### src/logic/cer_pkg.sv
// Summary of operation
// - Status bits clear only on a written one or a link, global or power-on reset; error events never clear them.
// - Status bit 12 sets when the retry timer expires unacknowledged.
// - Status bit 8 sets when the replay attempt counter wraps.
// - Status bit 7 sets on a decode error during link packet reception.
// - Status bit 6 sets on a decode error during transaction packet reception.
// - Status bit 0 sets on any physical layer decode error.
// - Unused status and mask bits read zero and ignore writes.
// - A set mask bit blocks status, message and header log update; the pointer follows the uncorrectable side only.
// - Mask bits 12, 8, 7, 6 and 0 are read/write, reset to zero.
// - Control bit 8 enables end-to-end CRC checking of received packets.
// - Control bit 7 always reads one, showing check support.
// - Control bit 6 enables end-to-end CRC generation on transmit.
// - Control bit 5 always reads one, showing generation support.
// - Control bits 4:0 point at the first detected uncorrectable error.
// - Link reset, global reset or power-on reset restore all defaults.
// - Registers sit at 110h, 114h, 118h; control resets to 0000 00A0h.
// - Unmasked errors load the packet header log starting at 11Ch.
package cer_pkg;

    // ------------------------------------------------------------------
    // Register offsets
    // ------------------------------------------------------------------
    localparam logic [11:0] OFF_FLAGS = 12'h110;
    localparam logic [11:0] OFF_MASKS = 12'h114;
    localparam logic [11:0] OFF_CTRL  = 12'h118;
    localparam logic [11:0] OFF_HDR0  = 12'h11C;
    localparam int          HDR_WORDS = 4;

    // ------------------------------------------------------------------
    // Field positions
    // ------------------------------------------------------------------
    localparam int BIT_RX_ERR    = 0;
    localparam int BIT_TLP_ERR   = 6;
    localparam int BIT_DLLP_ERR  = 7;
    localparam int BIT_ROLLOVER  = 8;
    localparam int BIT_TIMER_EXP = 12;
    localparam int BIT_CHK_EN    = 8;
    localparam int BIT_CHK_CAP   = 7;
    localparam int BIT_GEN_EN    = 6;
    localparam int BIT_GEN_CAP   = 5;
    localparam int PTR_LSB       = 0;
    localparam int PTR_W         = 5;

    // ------------------------------------------------------------------
    // Implemented bits and reset values
    // ------------------------------------------------------------------
    localparam logic [31:0] ERR_IMPL   = 32'h0000_11C1;
    localparam logic [31:0] CTRL_RW    = 32'h0000_0140;
    localparam logic [31:0] FLAGS_RST  = 32'h0000_0000;
    localparam logic [31:0] MASKS_RST  = 32'h0000_0000;
    localparam logic [31:0] CTRL_RST   = 32'h0000_00A0;
    localparam logic [31:0] HDR_RST    = 32'h0000_0000;
    localparam logic [31:0] UNMAPPED   = 32'h0000_0000;
    localparam int          SYNC_STAGES = 2;

endpackage : cer_pkg

### src/logic/cer_evt_if.sv
`timescale 1ns/1ps
interface cer_evt_if;
    logic        decode_err;
    logic        dllp_active;
    logic        tlp_active;
    logic        timer_exp;
    logic        rollover;
    logic [31:0] mask;
    logic [31:0] set;
    logic        hit;

    modport src (
        output decode_err, dllp_active, tlp_active, timer_exp, rollover, mask,
        input  set, hit
    );
    modport gate (
        input  decode_err, dllp_active, tlp_active, timer_exp, rollover, mask,
        output set, hit
    );
endinterface : cer_evt_if

### src/logic/cer_regs.sv
`timescale 1ns/1ps
module cer_regs (
    input  wire logic         CLK_I,
    input  wire logic         RSTN_I,
    input  wire logic         LINK_RESET_N_I,
    input  wire logic         GLOBAL_RESET_N_I,
    input  wire logic         CFG_WR_I,
    input  wire logic         CFG_RD_I,
    input  wire logic [11:0]  CFG_ADDR_I,
    input  wire logic [3:0]   CFG_BE_I,
    input  wire logic [31:0]  CFG_WDATA_I,
    output logic      [31:0]  CFG_RDATA_O,
    output logic              CFG_RVALID_O,
    input  wire logic         PHY_DECODE_ERR_I,
    input  wire logic         RX_DLLP_ACTIVE_I,
    input  wire logic         RX_TLP_ACTIVE_I,
    input  wire logic         RETRY_TIMER_EXPIRED_I,
    input  wire logic         REPLAY_ROLLOVER_I,
    input  wire logic [127:0] ERR_HEADER_I,
    input  wire logic         COR_REPORT_EN_I,
    input  wire logic         UNCOR_ERR_I,
    input  wire logic [4:0]   UNCOR_ERR_POS_I,
    input  wire logic         UNCOR_PTR_REARM_I,
    output logic              COR_MSG_O,
    output logic              END_TO_END_CRC_CHECK_ENABLE_O,
    output logic              END_TO_END_CRC_GENERATE_ENABLE_O
);

    // ------------------------------------------------------------------
    // Declarations
    // ------------------------------------------------------------------
    logic [cer_pkg::SYNC_STAGES-1:0] link_sync;
    logic [cer_pkg::SYNC_STAGES-1:0] global_reset_n_sync;
    logic                            soft_rst;
    logic [31:0]                     flags;
    logic [31:0]                     masks;
    logic [31:0]                     ctrl;
    logic [31:0]                     hdr_log [cer_pkg::HDR_WORDS];
    logic                            ptr_armed;
    logic [31:0]                     be_bits;
    logic                            wr_flags;
    logic                            wr_masks;
    logic                            wr_ctrl;
    logic [31:0]                     clr;
    logic [31:0]                     next_flags;
    logic [31:0]                     next_rdata;
    logic [31:0]                     ctrl_wr_val;

    cer_evt_if evt ();

    // ------------------------------------------------------------------
    // Helper functions
    // ------------------------------------------------------------------
    function automatic logic reg_hit(input logic [11:0] addr, input logic [11:0] off);
        reg_hit = (addr[11:2] == off[11:2]);
    endfunction : reg_hit

    function automatic logic [31:0] merge(input logic [31:0] old,
                                          input logic [31:0] wdata,
                                          input logic [31:0] lanes,
                                          input logic [31:0] rw);
        logic [31:0] sel;
        sel   = lanes & rw;
        merge = (old & ~sel) | (wdata & sel);
    endfunction : merge

    // ------------------------------------------------------------------
    // Reset pin synchronisers
    // ------------------------------------------------------------------
    // Both reset pins are asynchronous to CLK_I, so they are resynchronised
    // and act as a synchronous clear; the power-on reset stays asynchronous.
    always_ff @(posedge CLK_I or negedge RSTN_I) begin
        if (!RSTN_I) begin
            link_sync <= '0;
        end else begin
            link_sync <= {link_sync[cer_pkg::SYNC_STAGES-2:0], LINK_RESET_N_I};
        end
    end

    always_ff @(posedge CLK_I or negedge RSTN_I) begin
        if (!RSTN_I) begin
            global_reset_n_sync <= '0;
        end else begin
            global_reset_n_sync <= {global_reset_n_sync[cer_pkg::SYNC_STAGES-2:0],
                                    GLOBAL_RESET_N_I};
        end
    end

    assign soft_rst = !link_sync[cer_pkg::SYNC_STAGES-1]
                    || !global_reset_n_sync[cer_pkg::SYNC_STAGES-1];

    // ------------------------------------------------------------------
    // Event gating
    // ------------------------------------------------------------------
    assign evt.decode_err  = PHY_DECODE_ERR_I;
    assign evt.dllp_active = RX_DLLP_ACTIVE_I;
    assign evt.tlp_active  = RX_TLP_ACTIVE_I;
    assign evt.timer_exp   = RETRY_TIMER_EXPIRED_I;
    assign evt.rollover    = REPLAY_ROLLOVER_I;
    assign evt.mask        = masks;

    cer_gate u_gate (
        .evt (evt.gate)
    );

    // ------------------------------------------------------------------
    // Write decode
    // ------------------------------------------------------------------
    assign be_bits  = {{8{CFG_BE_I[3]}}, {8{CFG_BE_I[2]}}, {8{CFG_BE_I[1]}}, {8{CFG_BE_I[0]}}};
    assign wr_flags = CFG_WR_I && reg_hit(CFG_ADDR_I, cer_pkg::OFF_FLAGS);
    assign wr_masks = CFG_WR_I && reg_hit(CFG_ADDR_I, cer_pkg::OFF_MASKS);
    assign wr_ctrl  = CFG_WR_I && reg_hit(CFG_ADDR_I, cer_pkg::OFF_CTRL);
    assign ctrl_wr_val = merge(ctrl, CFG_WDATA_I, be_bits, cer_pkg::CTRL_RW);

    // ------------------------------------------------------------------
    // Status flags
    // ------------------------------------------------------------------
    // only a written one clears
    assign clr = wr_flags ? (CFG_WDATA_I & be_bits & cer_pkg::ERR_IMPL) : 32'h0000_0000;
    // A new event in the clearing cycle wins, so no error is lost.
    assign next_flags = ((flags & ~clr) | evt.set) & cer_pkg::ERR_IMPL;

    always_ff @(posedge CLK_I or negedge RSTN_I) begin
        if (!RSTN_I) begin
            flags <= cer_pkg::FLAGS_RST;
        end else if (soft_rst) begin
            flags <= cer_pkg::FLAGS_RST;
        end else begin
            flags <= next_flags;
        end
    end

    // ------------------------------------------------------------------
    // Mask register
    // ------------------------------------------------------------------
    always_ff @(posedge CLK_I or negedge RSTN_I) begin
        if (!RSTN_I) begin
            masks <= cer_pkg::MASKS_RST;
        end else if (soft_rst) begin
            masks <= cer_pkg::MASKS_RST;
        end else if (wr_masks) begin
            masks <= merge(masks, CFG_WDATA_I, be_bits, cer_pkg::ERR_IMPL);
        end
    end

    // ------------------------------------------------------------------
    // Capability and control register
    // ------------------------------------------------------------------
    always_ff @(posedge CLK_I or negedge RSTN_I) begin
        if (!RSTN_I) begin
            ctrl <= cer_pkg::CTRL_RST;
        end else if (soft_rst) begin
            ctrl <= cer_pkg::CTRL_RST;
        end else begin
            if (wr_ctrl) begin
                ctrl[cer_pkg::BIT_CHK_EN] <= ctrl_wr_val[cer_pkg::BIT_CHK_EN];
                ctrl[cer_pkg::BIT_GEN_EN] <= ctrl_wr_val[cer_pkg::BIT_GEN_EN];
            end
            if (UNCOR_ERR_I && !ptr_armed) begin
                ctrl[cer_pkg::PTR_LSB +: cer_pkg::PTR_W] <= UNCOR_ERR_POS_I;
            end
        end
    end

    // The pointer stays frozen until the uncorrectable side rearms it,
    // which it does once software has cleared the pointed status bit.
    always_ff @(posedge CLK_I or negedge RSTN_I) begin
        if (!RSTN_I) begin
            ptr_armed <= 1'b0;
        end else if (soft_rst) begin
            ptr_armed <= 1'b0;
        end else if (UNCOR_ERR_I) begin
            ptr_armed <= 1'b1;
        end else if (UNCOR_PTR_REARM_I) begin
            ptr_armed <= 1'b0;
        end
    end

    // ------------------------------------------------------------------
    // Header log
    // ------------------------------------------------------------------
    genvar gw;
    generate
        for (gw = 0; gw < cer_pkg::HDR_WORDS; gw++) begin : g_hdr
            always_ff @(posedge CLK_I or negedge RSTN_I) begin
                if (!RSTN_I) begin
                    hdr_log[gw] <= cer_pkg::HDR_RST;
                end else if (soft_rst) begin
                    hdr_log[gw] <= cer_pkg::HDR_RST;
                end else if (evt.hit) begin
                    hdr_log[gw] <= ERR_HEADER_I[gw*32 +: 32];
                end
            end
        end
    endgenerate

    // ------------------------------------------------------------------
    // Read path
    // ------------------------------------------------------------------
    always_comb begin
        next_rdata = cer_pkg::UNMAPPED;
        if (reg_hit(CFG_ADDR_I, cer_pkg::OFF_FLAGS)) begin
            next_rdata = flags;
        end else if (reg_hit(CFG_ADDR_I, cer_pkg::OFF_MASKS)) begin
            next_rdata = masks;
        end else if (reg_hit(CFG_ADDR_I, cer_pkg::OFF_CTRL)) begin
            next_rdata = ctrl;
            next_rdata[cer_pkg::BIT_CHK_CAP] = 1'b1;
            next_rdata[cer_pkg::BIT_GEN_CAP] = 1'b1;
        end else begin
            for (int w = 0; w < cer_pkg::HDR_WORDS; w++) begin
                if (reg_hit(CFG_ADDR_I, cer_pkg::OFF_HDR0 + 12'(w * 4))) begin
                    next_rdata = hdr_log[w];
                end
            end
        end
    end

    always_ff @(posedge CLK_I or negedge RSTN_I) begin
        if (!RSTN_I) begin
            CFG_RDATA_O  <= cer_pkg::UNMAPPED;
            CFG_RVALID_O <= 1'b0;
        end else begin
            CFG_RDATA_O  <= CFG_RD_I ? next_rdata : cer_pkg::UNMAPPED;
            CFG_RVALID_O <= CFG_RD_I;
        end
    end

    // ------------------------------------------------------------------
    // Outputs to the link layer
    // ------------------------------------------------------------------
    always_ff @(posedge CLK_I or negedge RSTN_I) begin
        if (!RSTN_I) begin
            COR_MSG_O <= 1'b0;
        end else begin
            COR_MSG_O <= evt.hit && COR_REPORT_EN_I && !soft_rst;
        end
    end

    always_ff @(posedge CLK_I or negedge RSTN_I) begin
        if (!RSTN_I) begin
            END_TO_END_CRC_CHECK_ENABLE_O    <= 1'b0;
            END_TO_END_CRC_GENERATE_ENABLE_O <= 1'b0;
        end else begin
            END_TO_END_CRC_CHECK_ENABLE_O    <= ctrl[cer_pkg::BIT_CHK_EN];
            END_TO_END_CRC_GENERATE_ENABLE_O <= ctrl[cer_pkg::BIT_GEN_EN];
        end
    end

    // ------------------------------------------------------------------
    // Assertions
    // ------------------------------------------------------------------
    chk_w1c_clear: assert property (
        @(posedge CLK_I) disable iff (!RSTN_I || soft_rst)
        (wr_flags && CFG_BE_I[0] && CFG_WDATA_I[0] && !evt.set[0]) |=> !flags[0]
    ) else $error("receiver error flag not cleared by a written one");

    chk_no_self_clear: assert property (
        @(posedge CLK_I) disable iff (!RSTN_I || soft_rst)
        !wr_flags |=> ((flags & $past(flags)) == $past(flags))
    ) else $error("status flag cleared without a software write");

    chk_timer_set: assert property (
        @(posedge CLK_I) disable iff (!RSTN_I || soft_rst)
        (RETRY_TIMER_EXPIRED_I && !masks[cer_pkg::BIT_TIMER_EXP])
            |=> flags[cer_pkg::BIT_TIMER_EXP]
    ) else $error("timer expiry flag not set");

    chk_rollover_set: assert property (
        @(posedge CLK_I) disable iff (!RSTN_I || soft_rst)
        (REPLAY_ROLLOVER_I && !masks[cer_pkg::BIT_ROLLOVER]) |=> flags[cer_pkg::BIT_ROLLOVER]
    ) else $error("rollover flag not set");

    chk_dllp_set: assert property (
        @(posedge CLK_I) disable iff (!RSTN_I || soft_rst)
        (PHY_DECODE_ERR_I && RX_DLLP_ACTIVE_I && !masks[cer_pkg::BIT_DLLP_ERR])
            |=> flags[cer_pkg::BIT_DLLP_ERR]
    ) else $error("link packet decode flag not set");

    chk_tlp_set: assert property (
        @(posedge CLK_I) disable iff (!RSTN_I || soft_rst)
        (PHY_DECODE_ERR_I && RX_TLP_ACTIVE_I && !masks[cer_pkg::BIT_TLP_ERR])
            |=> flags[cer_pkg::BIT_TLP_ERR]
    ) else $error("transaction packet decode flag not set");

    chk_rx_set: assert property (
        @(posedge CLK_I) disable iff (!RSTN_I || soft_rst)
        (PHY_DECODE_ERR_I && !masks[cer_pkg::BIT_RX_ERR]) |=> flags[cer_pkg::BIT_RX_ERR]
    ) else $error("receiver error flag not set");

    chk_reserved_zero: assert property (
        @(posedge CLK_I) disable iff (!RSTN_I)
        ((flags | masks) & ~cer_pkg::ERR_IMPL) == 32'h0000_0000
    ) else $error("reserved status or mask bit is set");

    chk_mask_blocks: assert property (
        @(posedge CLK_I) disable iff (!RSTN_I || soft_rst)
        ##1 ((flags & ~$past(flags) & $past(masks)) == 32'h0000_0000)
    ) else $error("masked error set its status flag");

    chk_cap_bits: assert property (
        @(posedge CLK_I) disable iff (!RSTN_I)
        (CFG_RD_I && reg_hit(CFG_ADDR_I, cer_pkg::OFF_CTRL))
            |=> (CFG_RVALID_O && CFG_RDATA_O[cer_pkg::BIT_CHK_CAP]
                 && CFG_RDATA_O[cer_pkg::BIT_GEN_CAP])
    ) else $error("capability bits do not read as one");

    chk_ptr_hold: assert property (
        @(posedge CLK_I) disable iff (!RSTN_I || soft_rst)
        (ptr_armed && !wr_ctrl) |=> $stable(ctrl[cer_pkg::PTR_LSB +: cer_pkg::PTR_W])
    ) else $error("first error pointer moved while held");

    chk_soft_reset: assert property (
        @(posedge CLK_I) disable iff (!RSTN_I)
        soft_rst |=> (flags == cer_pkg::FLAGS_RST && masks == cer_pkg::MASKS_RST
                      && ctrl == cer_pkg::CTRL_RST)
    ) else $error("registers not restored by link or global reset");

    chk_hdr_load: assert property (
        @(posedge CLK_I) disable iff (!RSTN_I || soft_rst)
        evt.hit |=> (hdr_log[0] == $past(ERR_HEADER_I[31:0]))
    ) else $error("header log not loaded on unmasked error");

    chk_msg_pulse: assert property (
        @(posedge CLK_I) disable iff (!RSTN_I || soft_rst)
        (evt.hit && COR_REPORT_EN_I) |=> COR_MSG_O ##1 (!COR_MSG_O || $past(evt.hit))
    ) else $error("correctable message not sent for unmasked error");

endmodule : cer_regs

### src/logic/cer_gate.sv
`timescale 1ns/1ps
module cer_gate (
    cer_evt_if.gate evt
);
    logic [31:0] raw;

    // ------------------------------------------------------------------
    // Event mapping
    // ------------------------------------------------------------------
    always_comb begin
        raw = 32'h0000_0000;
        raw[cer_pkg::BIT_TIMER_EXP] = evt.timer_exp;
        raw[cer_pkg::BIT_ROLLOVER]  = evt.rollover;
        raw[cer_pkg::BIT_DLLP_ERR]  = evt.decode_err & evt.dllp_active;
        raw[cer_pkg::BIT_TLP_ERR]   = evt.decode_err & evt.tlp_active;
        raw[cer_pkg::BIT_RX_ERR]    = evt.decode_err;
    end

    // ------------------------------------------------------------------
    // Masking
    // ------------------------------------------------------------------
    // masked events are dropped here
    assign evt.set = raw & ~evt.mask & cer_pkg::ERR_IMPL;
    assign evt.hit = |evt.set;

endmodule : cer_gate

### config.mk
export PLATFORM = sky130hd
export DESIGN_NAME = cer_regs
export DESIGN_NICKNAME = d
export VERILOG_FILES = /design/src/logic/cer_pkg.sv /design/src/logic/cer_evt_if.sv /design/src/logic/cer_regs.sv /design/src/logic/cer_gate.sv
export SDC_FILE = /design/constraint.sdc
export NUM_CORES = 1
export LEC_CHECK = 0
export BUFFER_PORTS_ARGS = -buffer_cell sky130_fd_sc_hd__buf_2
export CAP_MARGIN = 20
export CORE_MARGIN = 2
export CORE_UTILIZATION = 53
export CTS_CLUSTER_SIZE = 28
export DETAILED_ROUTE_END_ITERATION = 8
export PLACE_DENSITY = 0.85
export SYNTH_ARGS = -nofsm -noshare
export SYNTH_HDL_FRONTEND = slang
export SYNTH_SLANG_ARGS = --single-unit
### constraint.sdc
create_clock -name CLK_I -period 1.55 [get_ports CLK_I]
set_input_delay 0.31 -clock CLK_I [delete_from_list [all_inputs] [get_ports CLK_I]]
set_output_delay 0.31 -clock CLK_I [all_outputs]
set_load 0.01 [all_outputs]
==> impl_metrics.py, run 1 <==
metrics = {
    "status": {
        "status": "complete, but fails checks",
        "violations": "design-rule violations, negative setup slack",
    },
    "clock_network": {
        "insertion_delay_ns": 0.45,
        "cts_sinks": 186,
        "clockBufferDepth": 2,
        "root_buffer": "clkbuf_16",
        "numCtsBuffers": 17,
        "cts_max_level": 4,
        "cts_tree": "done",
        "clk_pin_slew_worst_paths_ns": 0.07,
    },
    "cells_and_area": {
        "multi_input_comb_area_um2": 3920,
        "regArea_um2": 4650,
        "fillers": 1213,
        "fin_cells": 1423,
        "finalNetCount": 1383,
        "area_growth_pct": 29.0,
        "layout-drive-gt1-share_pct": 29.2,
    },
    "timing": {
        "min_period_ns": 1.59,
        "setup_viol": 4,
        "fin_crit_sh_pct": 102,
        "hold_viol_final": 0,
        "fmax_mhz": 630,
        "timing.final.max_slew_violations": 0,
        "tightest_slew_ns": 0.583,
        "finClkSkew_ns": 0.00880,
        "max_slew_margin_pct": 61.0,
        "rsz0062_at_grt": "yes",
        "hold_ws_ns": 0.0671,
        "worst_slack_ns": -0.0384,
    },
    "worst_hold_path": {
        "hold_end": "flags[6]",
        "hp-class": "input pin to flop",
        "hold_start": "CFG_WDATA_I[6]",
        "hold_depth": 2,
    },
    "detailed_routing": {
        "postRouteAntennaNets": 0,
        "drt-pass1-iter-count": 9,
        "drt_wl_total_um": 28300,
        "via_count": 8898,
        "drc": 2,
        "routed_via_density": 6.25,
        "wl_per_cell_um": 19.9,
        "drt_iter0_drc": 1304,
    },
    "critical_path": {
        "worstReg2RegStart": "evt.mask[0]",
        "worst_ep_arrival_time_ns": 1.96,
        "r2r_end": "hdr_log[4]",
        "crit_required_ns": 1.92,
        "reg2reg_slack_ns": -0.04,
        "cp-start-kind": "flop",
        "reg2reg_depth": 6,
        "crit_path_end_kind": "flop",
        "cp_max_fo": 23,
        "critPathKind": "flop to flop",
    },
    "yosys": {
        "syn-cell-area_um2": 8900,
        "syn_nets": 1177,
        "syn_inst": 982,
        "yosysMostFrequentCell": "dfrtp_1",
        "synth_area_leaders": "dfrtp_1 (52%), a21oi_1 (8.8%), nand3_1 (8.0%)",
        "synthArstFlopShare_pct": 100,
        "yosys_register_bits": 186,
        "postSynthAreaPerCell_um2": 9.06,
        "synthFlopType": "dfrtp_1",
        "yosysTopAreaCellShare_pct": 52.3,
        "ys_seq_area_share_pct": 52.3,
        "yosysUniqueCellTypes": 46,
        "yosys_warnings": 0,
        "synth_edf_count": 0,
        "synth_largest_area_cell": "dfrtp_1",
        "ys_top_cells_by_count": "dfrtp_1 (186), a21oi_1 (157), nand3_1 (142), o21ai_0 (142), nor2_1 (71)",
    },
    "grt": {
        "grt_remaining_overflow": 0,
        "first_global_vias": 8161,
        "antenna_found_initial": 2,
        "grt_pass1_wl_um": 43500,
        "grt_usage_pct": 31.4,
        "grt_max_degree": 51,
    },
    "power": {
        "leakage_nw": 5.17,
        "vdd_drop_max_v": 0.000899,
        "power-per-cell-area_nw_per_um2": 957,
    },
    "floorplanning": {
        "die_w_um": 134,
        "die_y_um": 134,
        "num_io_pins": 231,
        "num_rows": 47,
        "initial_core_util_pct": 53.9,
        "die-area_um2": 17800,
        "coreArea_um2": 16500,
    },
    "place": {
        "place_congestion": 0.907,
        "port_buffers": 199,
        "placed_cells": 1379,
        "dp_hpwl_um": 19400,
    },
    "flow_run": {
        "max-cap-violations": 0,
    },
}
## power by group
group	internal, mW	switching [mW]
registers	5.00	0.0971
logic	0.581	0.886
clock network	2.33	2.09
total	7.91	3.07
## kinds of logic (layout without fill, tap and decap cells)
group / after synthesis / count (layout) / share of synthesized area, %
AO/OA/AOI/OAI: 375 / 375 / 23.6
AND/OR/NAND/NOR: 290 / 291 / 16.4
buffers and inverters: 108 / 326 / 5.10
multiplexers: 23 / 23 / 2.59
other: 0 / 2 / 0
flip-flops: 186 / 186 / 52.3
## cell usage in the layout (no fill, tap or decap), drive strengths merged, types with 14 or more instances in the layout
cell type / instances
clkbuf: 21
nand2: 21
buf: 283
nor3: 14
dfrtp: 186
nand3: 143
o2bb2ai: 15
o21ai: 145
nor2: 72
a21oi: 157
mux2i: 23
## repair_timing
action	CTS	global route
endpoints found under the setup margin	51	93
hold buffers	3	0
endpoints found under the hold margin	41	0
resized for setup	11	54
pin swaps	0	4
setup buffers	0	3
cloned	0	4
## metal layers
layer,part of all wire (%),GRT usage (%)
met3,11,7.88
met1,41,46.0
met2,45,45.9
met4,3.1,11.0
met5,0,0
## worst max path at each step
stage                    from  cells after the start         endpoint
6_report          evt.mask[0]                      6       hdr_log[4]
5_1_grt           evt.mask[0]                      6       hdr_log[4]
4_1_cts           evt.mask[0]                      5      hdr_log[78]
3_5_place_dp   CFG_ADDR_I[11]                      5  CFG_RDATA_O[11]
3_3_place_gp    CFG_ADDR_I[7]                      6  CFG_RDATA_O[12]
2_1_floorplan  CFG_ADDR_I[11]                      5  CFG_RDATA_O[11]
## flip-flops by register name (all words and copies together) (netlist names)
| name | count |
|---|---|
| flags | 5 |
| global_reset_n_sync | 2 |
| END_TO_END_CRC_GENERATE_ENABLE_O | 1 |
| CFG_RDATA_O | 32 |
| ctrl | 7 |
| hdr_log | 128 |
| evt.mask | 5 |
| COR_MSG_O | 1 |
| link_sync | 2 |
| CFG_RVALID_O | 1 |
| END_TO_END_CRC_CHECK_ENABLE_O | 1 |
| ptr_armed | 1 |
## metrics by stage
| step | cell area [µm²] | worst slack (ns) | utilization [%] | power (mW) | setup TNS (ns) |
|---|---|---|---|---|---|
| detailed placement | 10600 | -0.342 | 64.4 | 6.53 | -13.52 |
| global route | 11500 | -0.0681 | 69.5 | 11.3 | -0.315 |
| finish | 11500 | -0.0384 | 69.5 | 11.0 | -0.0847 |
| global placement | 10600 | -0.280 | 64.4 | 6.50 | -9.71 |
| CTS | 11300 | -0.0319 | 68.2 | 10.9 | -0.153 |
| floorplan | 8900 | -0.00827 | - | 5.80 | -0.0827 |
## critical path, cell delays in order (launching register included)
cell,delay [ns]
dfrtp_1,0.41
nor2b_1,0.09
nor3_2,0.27
buf_6,0.24
buf_12,0.19
nand3_1,0.15
a21oi_2,0.15
## final cells by class
class / count / area share, %
clock inverter: 14 / 1.36
timing repair buffer: 289 / 17.6
antenna: 2 / 0.0436
tap: 220 / 2.40
clock buffer: 18 / 3.82
multi-input combinational: 689 / 34.1
sequential: 186 / 40.5
inverter: 5 / 0.163
(Power assumes the default switching activity.)
==> inputs of run 2 (changes only) <==
--- a/config.mk
+++ b/config.mk
@@ -5,13 +5,14 @@
 export SDC_FILE = /design/constraint.sdc
 export NUM_CORES = 1
 export LEC_CHECK = 0
+export ABC_AREA = 1
 export BUFFER_PORTS_ARGS = -buffer_cell sky130_fd_sc_hd__buf_2
 export CAP_MARGIN = 20
 export CORE_MARGIN = 2
 export CORE_UTILIZATION = 53
 export CTS_CLUSTER_SIZE = 28
 export DETAILED_ROUTE_END_ITERATION = 8
-export PLACE_DENSITY = 0.85
+export PLACE_DENSITY = 0.86
 export SYNTH_ARGS = -nofsm -noshare
 export SYNTH_HDL_FRONTEND = slang
 export SYNTH_SLANG_ARGS = --single-unit
==> run 2 against run 1 <==
  * Critical endpoint is now hdr_log[10]
  * Global-route usage shrank 0.47 points
  * Hold slack improved by 0.017 ns
  * Sequential share of layout area down 0.28 points
  * Cell area grew 0.70%
  * Sequential power about the same
  * The flow finishes with violations (negative setup slack)
  * Largest power group unchanged
==> impl_metrics.py, run 2 <==
metrics = {
    "status": {
        "status": "complete, but fails checks",
        "violations": "negative setup slack",
    },
    "worst_hold_path": {
        "hp-class": "input pin to flop",
        "hold_start": "ERR_HEADER_I[20]",
        "hold_depth": 3,
        "hold_end": "hdr_log[116]",
    },
    "cells_and_area": {
        "reg_top3": "hdr_log: 128 flops, CFG_RDATA_O: 32 flops, ctrl: 7 flops",
        "layout_commonest_cell": "nand3_1",
        "finalNetCount": 1431,
        "final_cell_mix": "nand3_1 (234), buf_2 (198), dfrtp_1 (186)",
        "largest_reg_flops": 128,
        "fillers": 962,
        "fin_cells": 1467,
        "fin_area_um2": 11600,
        "top_register": "hdr_log",
        "area_growth_pct": 37.2,
        "finalCoreUtilization_pct": 73.6,
        "layout-drive-gt1-share_pct": 32.9,
    },
    "clock_network": {
        "cts_max_level": 4,
        "root_buffer": "clkbuf_16",
        "numCtsBuffers": 17,
        "insertion_delay_ns": 0.45,
        "cts_sinks": 186,
        "cts_tree": "done",
        "clockBufferDepth": 2,
        "clk_pin_slew_worst_paths_ns": 0.07,
    },
    "detailed_routing": {
        "drt_iter0_drc": 1070,
        "via_count": 8828,
        "postRouteAntennaNets": 0,
        "routed_via_density": 6.02,
        "drt_wl_total_um": 29400,
        "wl_per_cell_um": 20.1,
        "drc": 0,
        "drt-pass1-iter-count": 5,
    },
    "timing": {
        "setup_viol": 102,
        "fmax_mhz": 586,
        "finClkSkew_ns": 0.0182,
        "hold_ws_ns": 0.0843,
        "rsz0062_at_grt": "yes",
        "tightest_slew_ns": 0.602,
        "timing.final.max_slew_violations": 0,
        "fin_crit_sh_pct": 110,
        "setup_tns_ns": -4.05,
        "min_period_ns": 1.71,
        "hold_viol_final": 0,
        "worst_slack_ns": -0.156,
        "max_slew_margin_pct": 59.8,
    },
    "grt": {
        "grt_remaining_overflow": 0,
        "grt_max_degree": 64,
        "first_global_vias": 7904,
        "grt_pass1_wl_um": 40000,
        "antenna_found_initial": 1,
        "grt_usage_pct": 31.0,
    },
    "yosys": {
        "synth_largest_area_cell": "dfrtp_1",
        "yosysUniqueCellTypes": 27,
        "syn_nets": 1189,
        "syn_inst": 994,
        "ys_seq_area_share_pct": 55.2,
        "synthArstFlopShare_pct": 100,
        "synth_area_leaders": "dfrtp_1 (55%), nand3_1 (17%), nand2_1 (8.0%)",
        "ys_top_cells_by_count": "nand3_1 (283), dfrtp_1 (186), nand2_1 (179), o21ai_0 (79), inv_1 (61)",
        "yosysTopAreaCellShare_pct": 55.2,
        "postSynthAreaPerCell_um2": 8.48,
        "syn-cell-area_um2": 8430,
        "yosysMostFrequentCell": "nand3_1",
        "yosys_warnings": 0,
        "yosys_register_bits": 186,
        "synthFlopType": "dfrtp_1",
        "synth_edf_count": 0,
    },
    "floorplanning": {
        "num_io_pins": 231,
        "die_w_um": 130,
        "num_rows": 46,
        "initial_core_util_pct": 53.6,
        "die-area_um2": 16900,
        "die_y_um": 130,
        "coreArea_um2": 15700,
    },
    "critical_path": {
        "cpMaxStageDelayCell": "dfrtp_1",
        "cp-start-kind": "flop",
        "crit_path_end_kind": "flop",
        "r2r_end": "hdr_log[10]",
        "cp_max_fo": 9,
        "path_depth": 10,
        "crit_required_ns": 1.94,
        "slowest_delay_ns": 0.37,
        "critPathKind": "flop to flop",
        "reg2reg_slack_ns": -0.16,
        "crit_chain": "inv_2, nand2_2, nand4_1, a21oi_4, buf_12, buf_12, buf_12, buf_8, nand3_1, nand2_1",
        "worst_ep_arrival_time_ns": 2.09,
        "reg2reg_depth": 10,
        "path_buf_inv": 5,
        "cp_top_family": "buffers and inverters",
        "worstReg2RegStart": "evt.mask[8]",
        "crit_top_cell": "buf_12",
    },
    "power": {
        "power-per-cell-area_nw_per_um2": 906,
        "vdd_drop_max_v": 0.000906,
        "finalPower_mw": 10.5,
        "leakage_nw": 5.83,
    },
    "place": {
        "place_congestion": 0.884,
        "port_buffers": 199,
        "dp_hpwl_um": 17500,
        "pre_cts_ws_ns": -0.539,
        "dpl_cell_area_um2": 10200,
        "placed_cells": 1408,
    },
    "flow_run": {
        "max-cap-violations": 0,
    },
}
## run 2: cell count changes in the layout (fill, tap and decap cells not counted), moves of 23 or more
cell,before,now
nand2_1,19,174
nand3_1,140,234
a21oi_1,142,60
inv_1,5,58
nor2_1,70,17
o21ai_0,105,60
nand3_2,2,43
o21ai_1,39,11
mux2i_1,23,0
## run 2: layout make-up
cell class / count / area (µm²) / area share (%)
flip-flops and latches: 186 / 4650 / 40.3
multi-input cells: 670 / 3600 / 31.1
repair buffers: 292 / 2190 / 19.0
clock buffers: 18 / 439 / 3.80
well taps: 216 / 270 / 2.34
inverters: 69 / 264 / 2.28
clock inverters: 14 / 140 / 1.21
diodes: 2 / 5.00 / 0.0433
## run 2: how the worst max path moves through the flow
| stage | from | end |
|---|---|---|
| after global placement | CFG_ADDR_I[10] | CFG_RDATA_O[22] |
| after global routing | evt.mask[6] | hdr_log[12] |
| after floorplan | evt.mask[6] | hdr_log[127] |
| after detailed placement | CFG_ADDR_I[10] | CFG_RDATA_O[29] |
| final | evt.mask[8] | hdr_log[10] |
| after CTS | evt.mask[6] | hdr_log[100] |
## run 2: timing repair
action	CTS	global route
hold buffers	3	0
cloned	2	13
pin swaps	0	17
setup endpoints to repair	120	140
endpoints found under the hold margin	35	0
resized for setup	34	67
setup buffers	2	5
## run 2: layer usage
layer | vias up | global-route usage (%) | part of all wire, %
li1 | 3875 | - | -
met1 | 4176 | 39.9 | 37
met2 | 646 | 50.7 | 49
met3 | 131 | 7.30 | 10
met4 | 0 | 13.0 | 4.5
met5 | - | 0 | 0
## run 2: cell families after synthesis
logic type,Yosys count,share of synthesized area [%]
and+or+nand+nor,500,27.5
DFF,186,55.2
AOI/OAI and AO/OA,169,10.6
buffers and inverters,139,6.61
## run 2: power breakdown
| part | switching, mW | leakage, nW | internal, mW | total [mW] |
|---|---|---|---|---|
| combinational | 0.608 | 3.04 | 0.416 | 1.02 |
| clock | 2.06 | 0.282 | 2.29 | 4.35 |
| sequential | 0.0950 | 2.52 | 5.01 | 5.10 |
## run 2: worst register-to-register path, stage by stage, from the launching register on
cell and delay [ns]:
dfrtp_1 0.37, inv_2 0.05, nand2_2 0.06, nand4_1 0.17, a21oi_4 0.18, buf_12 0.15, buf_12 0.17, buf_12 0.13
buf_8 0.13, nand3_1 0.13, nand2_1 0.11
